--- src/irq_bank_pkg.sv ---
// What this block does
// RULE_01: Flags set on events regardless of enables.
// RULE_02: Software clears flags before enabling and after service.
// RULE_03: Three 8-bit flag registers, reset to zero.
// RULE_04: Parallel port access sets flag one bit 7.
// RULE_05: Parallel port bits active only in on-chip mode.
// RULE_06: Conversion done sets bit 6; zero write clears.
// RULE_07: Bit 5 mirrors serial one receive full.
// RULE_08: Bit 4 mirrors serial one transmit empty.
// RULE_09: Sync serial completion sets flag one bit 3.
// RULE_10: Capture/compare one sets bit 2, not PWM.
// RULE_11: Timer two period match sets bit 1.
// RULE_12: Timer one overflow sets flag one bit 0.
// RULE_13: Flag two bits 7,5 zero; nvm, timer three.
// RULE_14: Comparator output change sets flag two bit 6.
// RULE_15: Collision during master transmit sets bit 3.
// RULE_16: Low voltage report sets flag two bit 2.
// RULE_17: Capture/compare two sets bit 0, not PWM.
// RULE_18: Flag three layout: serial two, timer four, units.
// RULE_19: Enable bit per flag, resets zero, gates request.
// RULE_20: Without priority levels, peripheral global enable gates.
// RULE_21: Core bits: peripheral enable 6, global enable 7.
// RULE_22: Core response clears global enable until return.
// RULE_23: Request is OR of flag AND enable.
// RULE_24: Hardware set beats software clear same cycle.
package irq_bank_pkg;

	// ==========================================================
	// Register map
	localparam int ADDR_W = 8;
	localparam logic [7:0] OFS_FLAGS_ONE = 8'h00;
	localparam logic [7:0] OFS_FLAGS_TWO = 8'h04;
	localparam logic [7:0] OFS_FLAGS_THREE = 8'h08;
	localparam logic [7:0] OFS_ENABLES_ONE = 8'h0C;
	localparam logic [7:0] OFS_ENABLES_TWO = 8'h10;
	localparam logic [7:0] OFS_ENABLES_THREE = 8'h14;
	localparam logic [7:0] OFS_CORE_CONTROL = 8'h18;
	localparam logic [7:0] OFS_MODE_CONTROL = 8'h1C;

	// ==========================================================
	// Implemented and software-writable bits
	localparam logic [7:0] FLAGS_ONE_IMPL = 8'hFF;
	localparam logic [7:0] FLAGS_ONE_WR = 8'hCF;
	localparam logic [7:0] FLAGS_TWO_IMPL = 8'h5F;
	localparam logic [7:0] FLAGS_THREE_IMPL = 8'h3F;
	localparam logic [7:0] FLAGS_THREE_WR = 8'h0F;
	localparam logic [7:0] ENABLES_ONE_IMPL = 8'hFF;
	localparam logic [7:0] ENABLES_TWO_IMPL = 8'h5F;
	localparam logic [7:0] ENABLES_THREE_IMPL = 8'h3F;
	localparam logic [7:0] CORE_CONTROL_IMPL = 8'hC1;
	localparam logic [7:0] MODE_CONTROL_IMPL = 8'h01;
	localparam logic [7:0] RESET_BYTE = 8'h00;

	// ==========================================================
	// Bit positions
	localparam int BIT_PSP = 7;
	localparam int BIT_RX = 5;
	localparam int BIT_TX = 4;
	localparam int BIT_PRIORITY_ON = 0;
	localparam int BIT_PERIPH_GLOBAL = 6;
	localparam int BIT_GLOBAL = 7;
	localparam int BIT_ONCHIP_MODE = 0;

	// ==========================================================
	// Bus responses
	localparam logic [1:0] RESP_OKAY = 2'h0;
	localparam logic [1:0] RESP_SLVERR = 2'h2;

	// Capture/compare unit modes
	typedef enum logic [1:0] {
		CCP_OFF = 2'b00,
		CCP_CAPTURE = 2'b01,
		CCP_COMPARE = 2'b10,
		CCP_PWM = 2'b11
	} ccp_mode_t;

	// Register selector from address decode
	typedef enum logic [3:0] {
		SEL_FLAGS_ONE = 4'b0000,
		SEL_FLAGS_TWO = 4'b0001,
		SEL_FLAGS_THREE = 4'b0010,
		SEL_ENABLES_ONE = 4'b0011,
		SEL_ENABLES_TWO = 4'b0100,
		SEL_ENABLES_THREE = 4'b0101,
		SEL_CORE_CONTROL = 4'b0110,
		SEL_MODE_CONTROL = 4'b0111,
		SEL_NONE = 4'b1000
	} reg_sel_t;

endpackage

--- src/peripheral_irq_flag_enable_bank.sv ---
// The placing of the registers and the AXI4-Lite register port were chosen for this implementation.
`timescale 1ns/10ps
`default_nettype none
module peripheral_irq_flag_enable_bank #(
	parameter bit HAS_EXT_MEM = 1'b1
) (
	// Clock and reset
	input wire logic aclk,
	input wire logic aresetn,
	// AXI4-Lite write address
	input wire logic [irq_bank_pkg::ADDR_W-1:0] s_axi_awaddr,
	input wire logic [2:0] s_axi_awprot,
	input wire logic s_axi_awvalid,
	output logic s_axi_awready,
	// AXI4-Lite write data
	input wire logic [31:0] s_axi_wdata,
	input wire logic [3:0] s_axi_wstrb,
	input wire logic s_axi_wvalid,
	output logic s_axi_wready,
	// AXI4-Lite write response
	output logic [1:0] s_axi_bresp,
	output logic s_axi_bvalid,
	input wire logic s_axi_bready,
	// AXI4-Lite read address
	input wire logic [irq_bank_pkg::ADDR_W-1:0] s_axi_araddr,
	input wire logic [2:0] s_axi_arprot,
	input wire logic s_axi_arvalid,
	output logic s_axi_arready,
	// AXI4-Lite read data
	output logic [31:0] s_axi_rdata,
	output logic [1:0] s_axi_rresp,
	output logic s_axi_rvalid,
	input wire logic s_axi_rready,
	// Peripheral event pulses, same clock
	input wire logic parallel_port_access,
	input wire logic conversion_done,
	input wire logic sync_serial_done,
	input wire logic timer_two_match,
	input wire logic timer_one_overflow,
	input wire logic nvm_write_done,
	input wire logic bus_collision,
	input wire logic i2c_master_transmitting,
	input wire logic low_voltage_detected,
	input wire logic timer_three_overflow,
	input wire logic timer_four_match,
	// Serial port buffer levels, same clock
	input wire logic serial_one_rx_full,
	input wire logic serial_one_tx_empty,
	input wire logic serial_two_rx_full,
	input wire logic serial_two_tx_empty,
	// Capture/compare units one..five, index 0 is unit one
	input wire logic [9:0] capcomp_mode,
	input wire logic [4:0] capcomp_capture,
	input wire logic [4:0] capcomp_compare,
	// Comparator output, asynchronous
	input wire logic comparator_out,
	// Core handshake pulses
	input wire logic core_irq_taken,
	input wire logic core_irq_return,
	// Requests toward the core
	output logic periph_request,
	output logic core_irq
);

	// ==========================================================
	// State
	typedef struct packed {
		logic awready;
		logic wready;
		logic bvalid;
		logic [1:0] bresp;
		logic aw_got;
		logic w_got;
		logic [7:0] waddr;
		logic [7:0] wdata;
		logic wlane0;
		logic arready;
		logic rvalid;
		logic [1:0] rresp;
		logic [7:0] rdata;
		logic [7:0] flags_one;
		logic [7:0] flags_two;
		logic [7:0] flags_three;
		logic [7:0] enables_one;
		logic [7:0] enables_two;
		logic [7:0] enables_three;
		logic [7:0] core_control;
		logic [7:0] mode_control;
		logic cmp_meta;
		logic cmp_sync;
		logic cmp_prev;
		logic cmp_primed;
		logic periph_request;
		logic core_irq;
	} state_t;

	state_t s_ff;
	state_t nxt_s;

	// ==========================================================
	// Helpers
	// Address to register selector
	function automatic irq_bank_pkg::reg_sel_t decode(
		input logic [7:0] addr
	);
		irq_bank_pkg::reg_sel_t sel;
		sel = irq_bank_pkg::SEL_NONE;
		unique case (addr)
			irq_bank_pkg::OFS_FLAGS_ONE: sel = irq_bank_pkg::SEL_FLAGS_ONE;
			irq_bank_pkg::OFS_FLAGS_TWO: sel = irq_bank_pkg::SEL_FLAGS_TWO;
			irq_bank_pkg::OFS_FLAGS_THREE:
				sel = irq_bank_pkg::SEL_FLAGS_THREE;
			irq_bank_pkg::OFS_ENABLES_ONE:
				sel = irq_bank_pkg::SEL_ENABLES_ONE;
			irq_bank_pkg::OFS_ENABLES_TWO:
				sel = irq_bank_pkg::SEL_ENABLES_TWO;
			irq_bank_pkg::OFS_ENABLES_THREE:
				sel = irq_bank_pkg::SEL_ENABLES_THREE;
			irq_bank_pkg::OFS_CORE_CONTROL:
				sel = irq_bank_pkg::SEL_CORE_CONTROL;
			irq_bank_pkg::OFS_MODE_CONTROL:
				sel = irq_bank_pkg::SEL_MODE_CONTROL;
			default: sel = irq_bank_pkg::SEL_NONE;
		endcase
		return sel;
	endfunction

	// Write masked bits, then hardware sets on top
	function automatic logic [7:0] update_flags(
		input logic [7:0] cur,
		input logic [7:0] wmask,
		input logic [7:0] wval,
		input logic [7:0] hw_set,
		input logic [7:0] impl
	);
		return (((cur & ~wmask) | (wval & wmask)) | hw_set) & impl; // [RULE_24]
	endfunction

	// Capture event in capture mode, match in compare mode
	function automatic logic ccp_hit(
		input logic [1:0] mode,
		input logic cap,
		input logic cmp
	);
		return (mode == irq_bank_pkg::CCP_CAPTURE && cap) ||
			(mode == irq_bank_pkg::CCP_COMPARE && cmp);
	endfunction

	// ==========================================================
	// Event decode
	logic psp_active;
	logic cmp_changed;
	logic [4:0] ccp_set;
	logic [7:0] set_one;
	logic [7:0] set_two;
	logic [7:0] set_three;

	// Parallel port bits live only in on-chip mode on ext-mem parts
	assign psp_active = !HAS_EXT_MEM ||
		s_ff.mode_control[irq_bank_pkg::BIT_ONCHIP_MODE]; // [RULE_05]
	assign cmp_changed = s_ff.cmp_primed &&
		(s_ff.cmp_sync != s_ff.cmp_prev); // [RULE_14]

	// PWM and off modes raise nothing
	always_comb begin
		for (int i = 0; i < 5; i++) begin
			ccp_set[i] = ccp_hit(capcomp_mode[2*i +: 2], capcomp_capture[i],
				capcomp_compare[i]); // [RULE_10] [RULE_17]
		end
	end

	// Hardware set vectors, independent of any enable
	always_comb begin
		set_one = {
			parallel_port_access && psp_active, // [RULE_04]
			conversion_done, // [RULE_06]
			1'b0,
			1'b0,
			sync_serial_done, // [RULE_09]
			ccp_set[0], // [RULE_10]
			timer_two_match, // [RULE_11]
			timer_one_overflow // [RULE_12]
		}; // [RULE_01]
		set_two = {
			1'b0,
			cmp_changed, // [RULE_14]
			1'b0,
			nvm_write_done, // [RULE_13]
			bus_collision && i2c_master_transmitting, // [RULE_15]
			low_voltage_detected, // [RULE_16]
			timer_three_overflow, // [RULE_13]
			ccp_set[1] // [RULE_17]
		};
		set_three = {
			2'b00,
			2'b00,
			timer_four_match,
			ccp_set[4],
			ccp_set[3],
			ccp_set[2]
		}; // [RULE_18]
	end

	// ==========================================================
	// Next state
	always_comb begin
		irq_bank_pkg::reg_sel_t wsel;
		irq_bank_pkg::reg_sel_t rsel;
		logic do_write;
		logic [7:0] wm_one;
		logic [7:0] wm_two;
		logic [7:0] wm_three;
		logic [7:0] pending;
		logic request;
		wsel = irq_bank_pkg::SEL_NONE;
		rsel = irq_bank_pkg::SEL_NONE;
		do_write = 1'b0;
		wm_one = irq_bank_pkg::RESET_BYTE;
		wm_two = irq_bank_pkg::RESET_BYTE;
		wm_three = irq_bank_pkg::RESET_BYTE;
		pending = irq_bank_pkg::RESET_BYTE;
		request = 1'b0;
		nxt_s = s_ff;

		// Comparator synchroniser and change history
		nxt_s.cmp_meta = comparator_out;
		nxt_s.cmp_sync = s_ff.cmp_meta;
		nxt_s.cmp_prev = s_ff.cmp_sync;
		nxt_s.cmp_primed = 1'b1;

		// Write response retires
		if (s_ff.bvalid && s_axi_bready) begin
			nxt_s.bvalid = 1'b0;
		end
		// Address and data taken in either order
		if (s_axi_awvalid && s_ff.awready) begin
			nxt_s.aw_got = 1'b1;
			nxt_s.waddr = s_axi_awaddr;
		end
		if (s_axi_wvalid && s_ff.wready) begin
			nxt_s.w_got = 1'b1;
			nxt_s.wdata = s_axi_wdata[7:0];
			nxt_s.wlane0 = s_axi_wstrb[0];
		end
		if (nxt_s.aw_got && nxt_s.w_got && !s_ff.bvalid) begin
			wsel = decode(nxt_s.waddr);
			do_write = nxt_s.wlane0;
			nxt_s.aw_got = 1'b0;
			nxt_s.w_got = 1'b0;
			nxt_s.bvalid = 1'b1;
			nxt_s.bresp = (wsel == irq_bank_pkg::SEL_NONE) ?
				irq_bank_pkg::RESP_SLVERR : irq_bank_pkg::RESP_OKAY;
		end
		nxt_s.awready = !nxt_s.aw_got && !nxt_s.bvalid;
		nxt_s.wready = !nxt_s.w_got && !nxt_s.bvalid;

		// Flag write masks for software-writable bits
		if (do_write) begin
			if (wsel == irq_bank_pkg::SEL_FLAGS_ONE) begin
				wm_one = irq_bank_pkg::FLAGS_ONE_WR;
			end
			if (wsel == irq_bank_pkg::SEL_FLAGS_TWO) begin
				wm_two = irq_bank_pkg::FLAGS_TWO_IMPL;
			end
			if (wsel == irq_bank_pkg::SEL_FLAGS_THREE) begin
				wm_three = irq_bank_pkg::FLAGS_THREE_WR;
			end
		end

		// Flag registers: clear by zero write, set wins
		nxt_s.flags_one = update_flags(s_ff.flags_one, wm_one,
			nxt_s.wdata, set_one, irq_bank_pkg::FLAGS_ONE_IMPL); // [RULE_03]
		nxt_s.flags_two = update_flags(s_ff.flags_two, wm_two,
			nxt_s.wdata, set_two, irq_bank_pkg::FLAGS_TWO_IMPL); // [RULE_13]
		nxt_s.flags_three = update_flags(s_ff.flags_three, wm_three,
			nxt_s.wdata, set_three,
			irq_bank_pkg::FLAGS_THREE_IMPL); // [RULE_18]
		// Read-only buffer mirrors
		nxt_s.flags_one[irq_bank_pkg::BIT_RX] = serial_one_rx_full; // [RULE_07]
		nxt_s.flags_one[irq_bank_pkg::BIT_TX] = serial_one_tx_empty; // [RULE_08]
		nxt_s.flags_three[irq_bank_pkg::BIT_RX] = serial_two_rx_full; // [RULE_18]
		nxt_s.flags_three[irq_bank_pkg::BIT_TX] = serial_two_tx_empty;

		// Enable and control registers
		if (do_write) begin
			unique case (wsel)
				irq_bank_pkg::SEL_ENABLES_ONE: begin
					nxt_s.enables_one = nxt_s.wdata &
						irq_bank_pkg::ENABLES_ONE_IMPL; // [RULE_19]
				end
				irq_bank_pkg::SEL_ENABLES_TWO: begin
					nxt_s.enables_two = nxt_s.wdata &
						irq_bank_pkg::ENABLES_TWO_IMPL; // [RULE_19]
				end
				irq_bank_pkg::SEL_ENABLES_THREE: begin
					nxt_s.enables_three = nxt_s.wdata &
						irq_bank_pkg::ENABLES_THREE_IMPL;
				end
				irq_bank_pkg::SEL_CORE_CONTROL: begin
					nxt_s.core_control = nxt_s.wdata &
						irq_bank_pkg::CORE_CONTROL_IMPL; // [RULE_21]
				end
				irq_bank_pkg::SEL_MODE_CONTROL: begin
					nxt_s.mode_control = nxt_s.wdata &
						irq_bank_pkg::MODE_CONTROL_IMPL;
				end
				default: begin
				end
			endcase
		end
		// Return restores global enable, core response clears it
		if (core_irq_return) begin
			nxt_s.core_control[irq_bank_pkg::BIT_GLOBAL] = 1'b1; // [RULE_22]
		end
		if (core_irq_taken) begin
			nxt_s.core_control[irq_bank_pkg::BIT_GLOBAL] = 1'b0; // [RULE_22]
		end

		// Read channel
		if (s_ff.rvalid && s_axi_rready) begin
			nxt_s.rvalid = 1'b0;
		end
		if (s_axi_arvalid && s_ff.arready) begin
			rsel = decode(s_axi_araddr);
			nxt_s.rvalid = 1'b1;
			nxt_s.rresp = irq_bank_pkg::RESP_OKAY;
			unique case (rsel)
				irq_bank_pkg::SEL_FLAGS_ONE: nxt_s.rdata = s_ff.flags_one;
				irq_bank_pkg::SEL_FLAGS_TWO: nxt_s.rdata = s_ff.flags_two;
				irq_bank_pkg::SEL_FLAGS_THREE: nxt_s.rdata = s_ff.flags_three;
				irq_bank_pkg::SEL_ENABLES_ONE: nxt_s.rdata = s_ff.enables_one;
				irq_bank_pkg::SEL_ENABLES_TWO: nxt_s.rdata = s_ff.enables_two;
				irq_bank_pkg::SEL_ENABLES_THREE:
					nxt_s.rdata = s_ff.enables_three;
				irq_bank_pkg::SEL_CORE_CONTROL:
					nxt_s.rdata = s_ff.core_control;
				irq_bank_pkg::SEL_MODE_CONTROL:
					nxt_s.rdata = s_ff.mode_control;
				default: begin
					nxt_s.rdata = irq_bank_pkg::RESET_BYTE;
					nxt_s.rresp = irq_bank_pkg::RESP_SLVERR;
				end
			endcase
		end
		nxt_s.arready = !nxt_s.rvalid;

		// Combined request from flags and enables
		pending = s_ff.flags_one & s_ff.enables_one; // [RULE_23]
		if (!psp_active) begin
			pending[irq_bank_pkg::BIT_PSP] = 1'b0; // [RULE_05]
		end
		request = (|pending) ||
			(|(s_ff.flags_two & s_ff.enables_two)) ||
			(|(s_ff.flags_three & s_ff.enables_three)); // [RULE_19] [RULE_23]
		if (!s_ff.core_control[irq_bank_pkg::BIT_PRIORITY_ON]) begin
			request = request &&
				s_ff.core_control[irq_bank_pkg::BIT_PERIPH_GLOBAL]; // [RULE_20]
		end
		nxt_s.periph_request = request;
		nxt_s.core_irq = request &&
			s_ff.core_control[irq_bank_pkg::BIT_GLOBAL]; // [RULE_21]
	end

	// ==========================================================
	// Registers
	always_ff @(posedge aclk) begin
		if (!aresetn) begin
			s_ff <= '0;
		end else begin
			s_ff <= nxt_s;
		end
	end

	// Outputs straight from state
	assign s_axi_awready = s_ff.awready;
	assign s_axi_wready = s_ff.wready;
	assign s_axi_bvalid = s_ff.bvalid;
	assign s_axi_bresp = s_ff.bresp;
	assign s_axi_arready = s_ff.arready;
	assign s_axi_rvalid = s_ff.rvalid;
	assign s_axi_rresp = s_ff.rresp;
	assign s_axi_rdata = {24'h000000, s_ff.rdata};
	assign periph_request = s_ff.periph_request;
	assign core_irq = s_ff.core_irq;

endmodule
`default_nettype wire

--- config.mk ---
export PLATFORM = sky130hd
export DESIGN_NAME = peripheral_irq_flag_enable_bank
export DESIGN_NICKNAME = d
export VERILOG_FILES = /design/src/irq_bank_pkg.sv /design/src/peripheral_irq_flag_enable_bank.sv
export SDC_FILE = /design/constraint.sdc
export NUM_CORES = 1
export LEC_CHECK = 0
export BUFFER_PORTS_ARGS = -buffer_cell sky130_fd_sc_hd__buf_2
export CORE_UTILIZATION = 42
export CTS_BUF_LIST = sky130_fd_sc_hd__clkbuf_4 sky130_fd_sc_hd__clkbuf_8 sky130_fd_sc_hd__clkbuf_16
export CTS_CLUSTER_SIZE = 16
export DETAILED_ROUTE_END_ITERATION = 8
export PLACE_DENSITY_LB_ADDON = 0.1
export SYNTH_ARGS = -nofsm -noshare
export SYNTH_HDL_FRONTEND = slang
export SYNTH_SLANG_ARGS = --single-unit
--- constraint.sdc ---
create_clock -name aclk -period 2.61 [get_ports aclk]
set_input_delay 0.1305 -clock aclk [delete_from_list [all_inputs] [get_ports aclk]]
set_output_delay 0.1305 -clock aclk [all_outputs]
set_load 0.1 [all_outputs]
==> flow_summary.yaml, run 1 <==
clocking:
  clk_latency_ns: 0.35
  cts.clk_slew.worst_paths_ns: 0.08
  cts_sinks: 84
  clk_path_buf_depth: 2
  cts_setup_buffers: 0
  cts-root-buf: "clkbuf_8"
  cts_made_buffers: 9
  ctsResizeCount: 0
  postCtsHoldBufs: 5
  cts_max_level: 3
  tritoncts: "done"
synthesis:
  synth_cell_types: 55
  ys_ff_latch: 84
  synth-main-ff-cell: "dfxtp_1"
  seq_area_frac_synth_pct: 41.62
  synth_area_per_cell_um2: 9.182
  synth_commonest_cells: "84 x dfxtp_1, 57 x nand2_1, 39 x mux2i_1, 36 x buf_4, 29 x nor2_1"
  syn_area_um2: 4040
  synth_top_area_share_pct: 41.62
  yosysWarnings: 0
  synth.area.top_cells: "dfxtp_1 42%, mux2i_1 9.7%, buf_4 6.7%, nand2_1 5.3%, nor2_1 2.7%"
  synth_edf_count: 0
  yosysTopAreaCell: "dfxtp_1"
  synthArstFlopShare_pct: 0
  synth_most_common_cell: "dfxtp_1"
  syn_inst: 440
global_route:
  antenna_found_initial: 0
  grtUsageMet2_pct: 34.22
  top_usage_layer: "met2"
  grt_max_degree: 51
  grt.met1_usage_pct: 27.97
  grt_pass1_vias: 3203
  grt_pass1_wl_um: 16200
  grtUsageMet3_pct: 3.830
  grt.overflow.total: 0
  grt.total_usage_pct: 20.98
timing:
  max-slew-margin-rel_pct: 46.50
  rsz0062_at_grt: "false"
  final.setup.tns_ns: 0
  fmax_ghz: 0.4380
  slew_viol_final: 0
  tightest_slew_ns: 0.7976
  fin_ws_ns: 0.3266
  finalSetupViolations: 0
  finalHoldViolations: 0
  fin_skew_ns: 0.01124
  fin_crit_ns: 2.283
  post-route-period-util_pct: 87.48
power:
  power_frac_clock_pct: 33.2
  p_switching_w: 0.0008886
  worst_ir_drop_vdd_uv: 286.4
  p_int_w: 0.001957
  p_comb_share_pct: 18.7
  p_leak_nw: 2.118
  p_sw_share_pct: 31.23
  pwr-share-seq_pct: 48.1
  powerDensity_nw_per_um2: 606.9
finish:
  largest-register: "s_ff"
  fin_util_pct: 50.50
  diodes: 0
  largest_register_ffs: 64
  area_growth_pct: 16.04
  nets: 623
  fillers: 911
  stdcell_count: 653
  fin_area_um2: 4688
  drive_above_1_share_pct: 25.00
placement:
  dpl.cell_count: 633
  dp.final_hpwl_um: 7559
  place_congestion: 0.8163
  dpl_worst_slack_ns: 0.3353
  io_buffer_count: 86
  dpl_cell_area_um2: 4438
floorplanning:
  fp.dieArea_um2: 10020
  start_util_pct: 43.52
  die_height_um: 100.1
  die_w_um: 100.1
  ios: 146
  std_cell_rows: 35
  core_area_um2: 9284
drt:
  drtIter0Drc: 135
  wl_um: 10050
  via_per_inst: 5.208
  dr_total_vias: 3401
  wire_per_inst_um: 15.39
  drtPass1Iterations: 4
  antenna_left: 0
  drcViolationCount: 0
setup_path:
  slowest_stage: "or4b_1"
  crit_type: "reg2reg"
  critical_path.endpoint_type: "register"
  crit_path_max_fanout: 6
  path_cells: "or3_1 -> nor4_4 -> o211ai_2 -> or4b_1 -> mux2i_1"
  worstPathRequired_ns: 2.84
  max_stage_delay_ns: 0.75
  startpoint_type: "register"
  critPathArrivalTime_ns: 2.51
hold_path:
  min_path_type: "in2reg"
run:
  maxCapViolCount: 0
outcome:
  run_status: "finished, final reports clean"
## layout make-up
| type | instances | area (um2) | share of cell area, % |
|---|---|---|---|
| clock buffer | 11 | 151.4 | 3.229 |
| clock inverter | 4 | 48.80 | 1.041 |
| inverter | 12 | 45.04 | 0.9608 |
| multi-input combinational | 314 | 2057 | 43.88 |
| sequential | 84 | 1684 | 35.92 |
| tap | 129 | 161.4 | 3.443 |
| timing repair buffer | 99 | 540.5 | 11.53 |
## cells in the final DEF, fill, tap and decap left out, types with 6 or more instances in the layout
cell type and n:
dfxtp_1 82, o311a_1 8, a22oi_1 10, a21oi_1 13, mux2i_1 39, nor2_1 29, nor4_1 9, clkbuf_8 11
nand3_1 6, a211oi_1 9, inv_1 11, conb_1 26, nand2_1 57, and2_1 10, buf_2 86, o21ai_0 18
mux2_2 8, buf_4 8
## per-stage QoR
step | power (W) | hold WS, ns
after floorplan | 0.001828 | 0.1582
after global placement | 0.001916 | 0.3371
after detailed placement | 0.001924 | 0.3392
after CTS | 0.002864 | 0.01295
after global routing | 0.002966 | 0.02882
final | 0.002845 | 0.01481
## cells by family after synthesis
group	share of synthesized area, %
AO/OA/AOI/OAI	14.93
XOR/XNOR	0.2168
buffers and inverters	9.786
flip-flops	41.62
multiplexers	13.56
other	0.09282
AND/OR/NAND/NOR	19.79
## routing by layer
metal / part of all wire (%) / vias up
met5: 0 / -
li1: - / 1689
met3: 5.3 / 18
met1: 47 / 1576
met4: 2.3 / 0
met2: 46 / 118
## path summary, 6_finish.rpt
path	start	end	slack [ns]	cells past startpoint
worst min register to register	s_ff[100]	s_axi_awready	0.42	1
worst max-delay path	s_ff[92]	s_ff[31]	0.33	5
worst min-delay path	s_axi_awaddr[1]	s_ff[92]	0.01	3
worst max register to register	s_ff[92]	s_ff[31]	0.33	5
## worst max-delay path: cells and delay by family (launching register included)
family	cells	cell delay, ns
AND/OR/NAND/NOR	3	1.44
flip-flops	1	0.32
AO/OA/AOI/OAI	1	0.20
multiplexers	1	0.19
## power groups by stage
stage | Clock (W) | Sequential, W | Combinational [W]
6_report | 0.000945 | 0.00137 | 0.000531
3_5_place_dp | 0 | 0.00140 | 0.000525
4_1_cts | 0.000963 | 0.00137 | 0.000533
5_1_grt | 0.00102 | 0.00137 | 0.000568
2_1_floorplan | 0 | 0.00143 | 0.000398
3_3_place_gp | 0 | 0.00140 | 0.000519
No activity file was read; power rests on OpenSTA's default activity.
==> run 2: changes to the inputs <==
--- a/config.mk
+++ b/config.mk
@@ -9,4 +9,5 @@
 export CORE_UTILIZATION = 42
 export CTS_BUF_LIST = sky130_fd_sc_hd__clkbuf_4 sky130_fd_sc_hd__clkbuf_8 sky130_fd_sc_hd__clkbuf_16
+export CTS_CLUSTER_DIAMETER = 100
 export CTS_CLUSTER_SIZE = 16
 export DETAILED_ROUTE_END_ITERATION = 8
==> constraint.sdc (replaced) <==
create_clock -name aclk -period 2.61 [get_ports aclk]
set_input_delay 0.1305 -clock aclk [delete_from_list [all_inputs] [get_ports aclk]]
set_output_delay 0.1305 -clock aclk [all_outputs]
set_load 0.02 [all_outputs]
==> flow_summary.yaml, run 2 (synthesized netlist as in run 1, its figures left out) <==
setup_path:
  worstPathRequired_ns: 2.83
  r2r_slack_ns: 0.21
  crit_path_max_fanout: 8
  startpoint_type: "register"
  slowest_stage: "or4b_1"
  crit_type: "reg2reg"
  critical_path.endpoint_type: "register"
  path_cells: "nand2_1 -> nor4_4 -> o211ai_2 -> or4b_1 -> mux2i_1"
  r2r-start: "s_axi_awready"
  crit_start: "s_axi_awready"
  r2r_cells: 5
  max_stage_delay_ns: 0.77
  endpoint: "s_ff[30]"
  critPathArrivalTime_ns: 2.62
  r2r-end: "s_ff[30]"
floorplanning:
  ios: 146
  die_height_um: 100.1
  core_area_um2: 9284
  die_w_um: 100.1
  fp.dieArea_um2: 10020
  std_cell_rows: 35
  start_util_pct: 43.52
clocking:
  tritoncts: "done"
  postCtsHoldBufs: 5
  clk_path_buf_depth: 2
  ctsResizeCount: 0
  cts_sinks: 84
  cts_made_buffers: 9
  cts.clk_slew.worst_paths_ns: 0.09
  cts_setup_buffers: 0
  cts_max_level: 3
  clk_latency_ns: 0.35
  cts-root-buf: "clkbuf_8"
finish:
  drive_above_1_share_pct: 24.90
  diodes: 0
  largest-register: "s_ff"
  layout_commonest_cell: "buf_2"
  largest_register_ffs: 64
  multi_input_area_um2: 2057
  fin_area_um2: 4705
  area_growth_pct: 16.44
  nets: 624
  regArea_um2: 1682
  fillers: 920
  final_cell_mix: "86 x buf_2, 84 x dfxtp_1, 57 x nand2_1, 39 x mux2i_1, 29 x nor2_1"
timing:
  slew_viol_final: 0
  post-route-period-util_pct: 91.82
  finalHoldViolations: 0
  final.setup.tns_ns: 0
  fmax_ghz: 0.4173
  rsz0062_at_grt: "false"
  max-slew-margin-rel_pct: 44.82
  fin_skew_ns: 0.009010
  finalSetupViolations: 0
  fin_crit_ns: 2.397
  tightest_slew_ns: 0.8227
global_route:
  grt_pass1_wl_um: 16440
  grt.overflow.total: 0
  grt.total_usage_pct: 21.31
  grt_pass1_vias: 3220
  grt_max_degree: 51
  antenna_found_initial: 0
power:
  powerDensity_nw_per_um2: 572.3
  worst_ir_drop_vdd_uv: 314.6
  p_leak_nw: 2.123
  finalPower_w: 0.002693
outcome:
  run_status: "finished, final reports clean"
drt:
  drtPass1Iterations: 5
  drtIter0Drc: 169
  antenna_left: 0
  drcViolationCount: 0
  via_per_inst: 5.232
  wl_um: 10150
  wire_per_inst_um: 15.50
  dr_total_vias: 3427
hold_path:
  min_path_type: "in2reg"
placement:
  dpl_cell_area_um2: 4443
  dp.final_hpwl_um: 7578
  place_congestion: 0.8261
  io_buffer_count: 86
run:
  maxCapViolCount: 0
-- run 2: power by group --
part           internal, W  switching (W)
clock network     0.000496       0.000474
registers          0.00133      0.0000395
logic             0.000140       0.000214
total              0.00197       0.000727
-- run 2: stage by stage --
step | utilization (%) | cells | hold WS (ns) | setup slack (ns)
global route | 50.67 | 655 | 0.001563 | 0.03722
CTS | 50.67 | 655 | 0.004800 | 0.2229
global placement | 47.86 | 634 | 0.3366 | 0.3129
floorplan | - | 465 | 0.1582 | 0.3806
detailed placement | 47.86 | 634 | 0.3418 | 0.2514
finish | 50.67 | 655 | 0.02555 | 0.2134
-- run 2: worst min-delay path by stage --
stage / from / to / slack, ns / cells past startpoint
finish: s_axi_awaddr[1] / s_ff[92] / 0.03 / 3
detailed placement: serial_one_rx_full / s_ff[67] / 0.34 / 2
global placement: serial_two_tx_empty / s_ff[50] / 0.34 / 2
CTS: s_axi_awaddr[1] / s_ff[92] / 0.005 / 3
global route: s_axi_awaddr[1] / s_ff[92] / 0.002 / 3
floorplan: aresetn / s_ff[2] / 0.16 / 0
-- run 2: cell type report --
type	count	area share, %
Tap cell	129	3.431
Clock buffer	11	3.218
Sequential cell	84	35.74
Clock inverter	5	1.277
Multi-Input combinational cell	314	43.72
Inverter	12	0.9574
Timing Repair Buffer	100	11.65
-- run 2: worst max-delay path, delay by kind of cell (launching register included) --
family	cells	cell delay [ns]
AOI/OAI and AO/OA	1	0.19
DFF	1	0.44
and+or+nand+nor	3	1.44
muxes	1	0.20
-- run 2: layer usage --
layer / global-route usage [%] / wire, um / vias to the layer above
li1: - / - / 1686
met1: 27.96 / 4677 / 1611
met2: 34.59 / 4727 / 120
met3: 5.501 / 587 / 10
met4: 6.355 / 159 / 0
met5: 0 / 0 / -
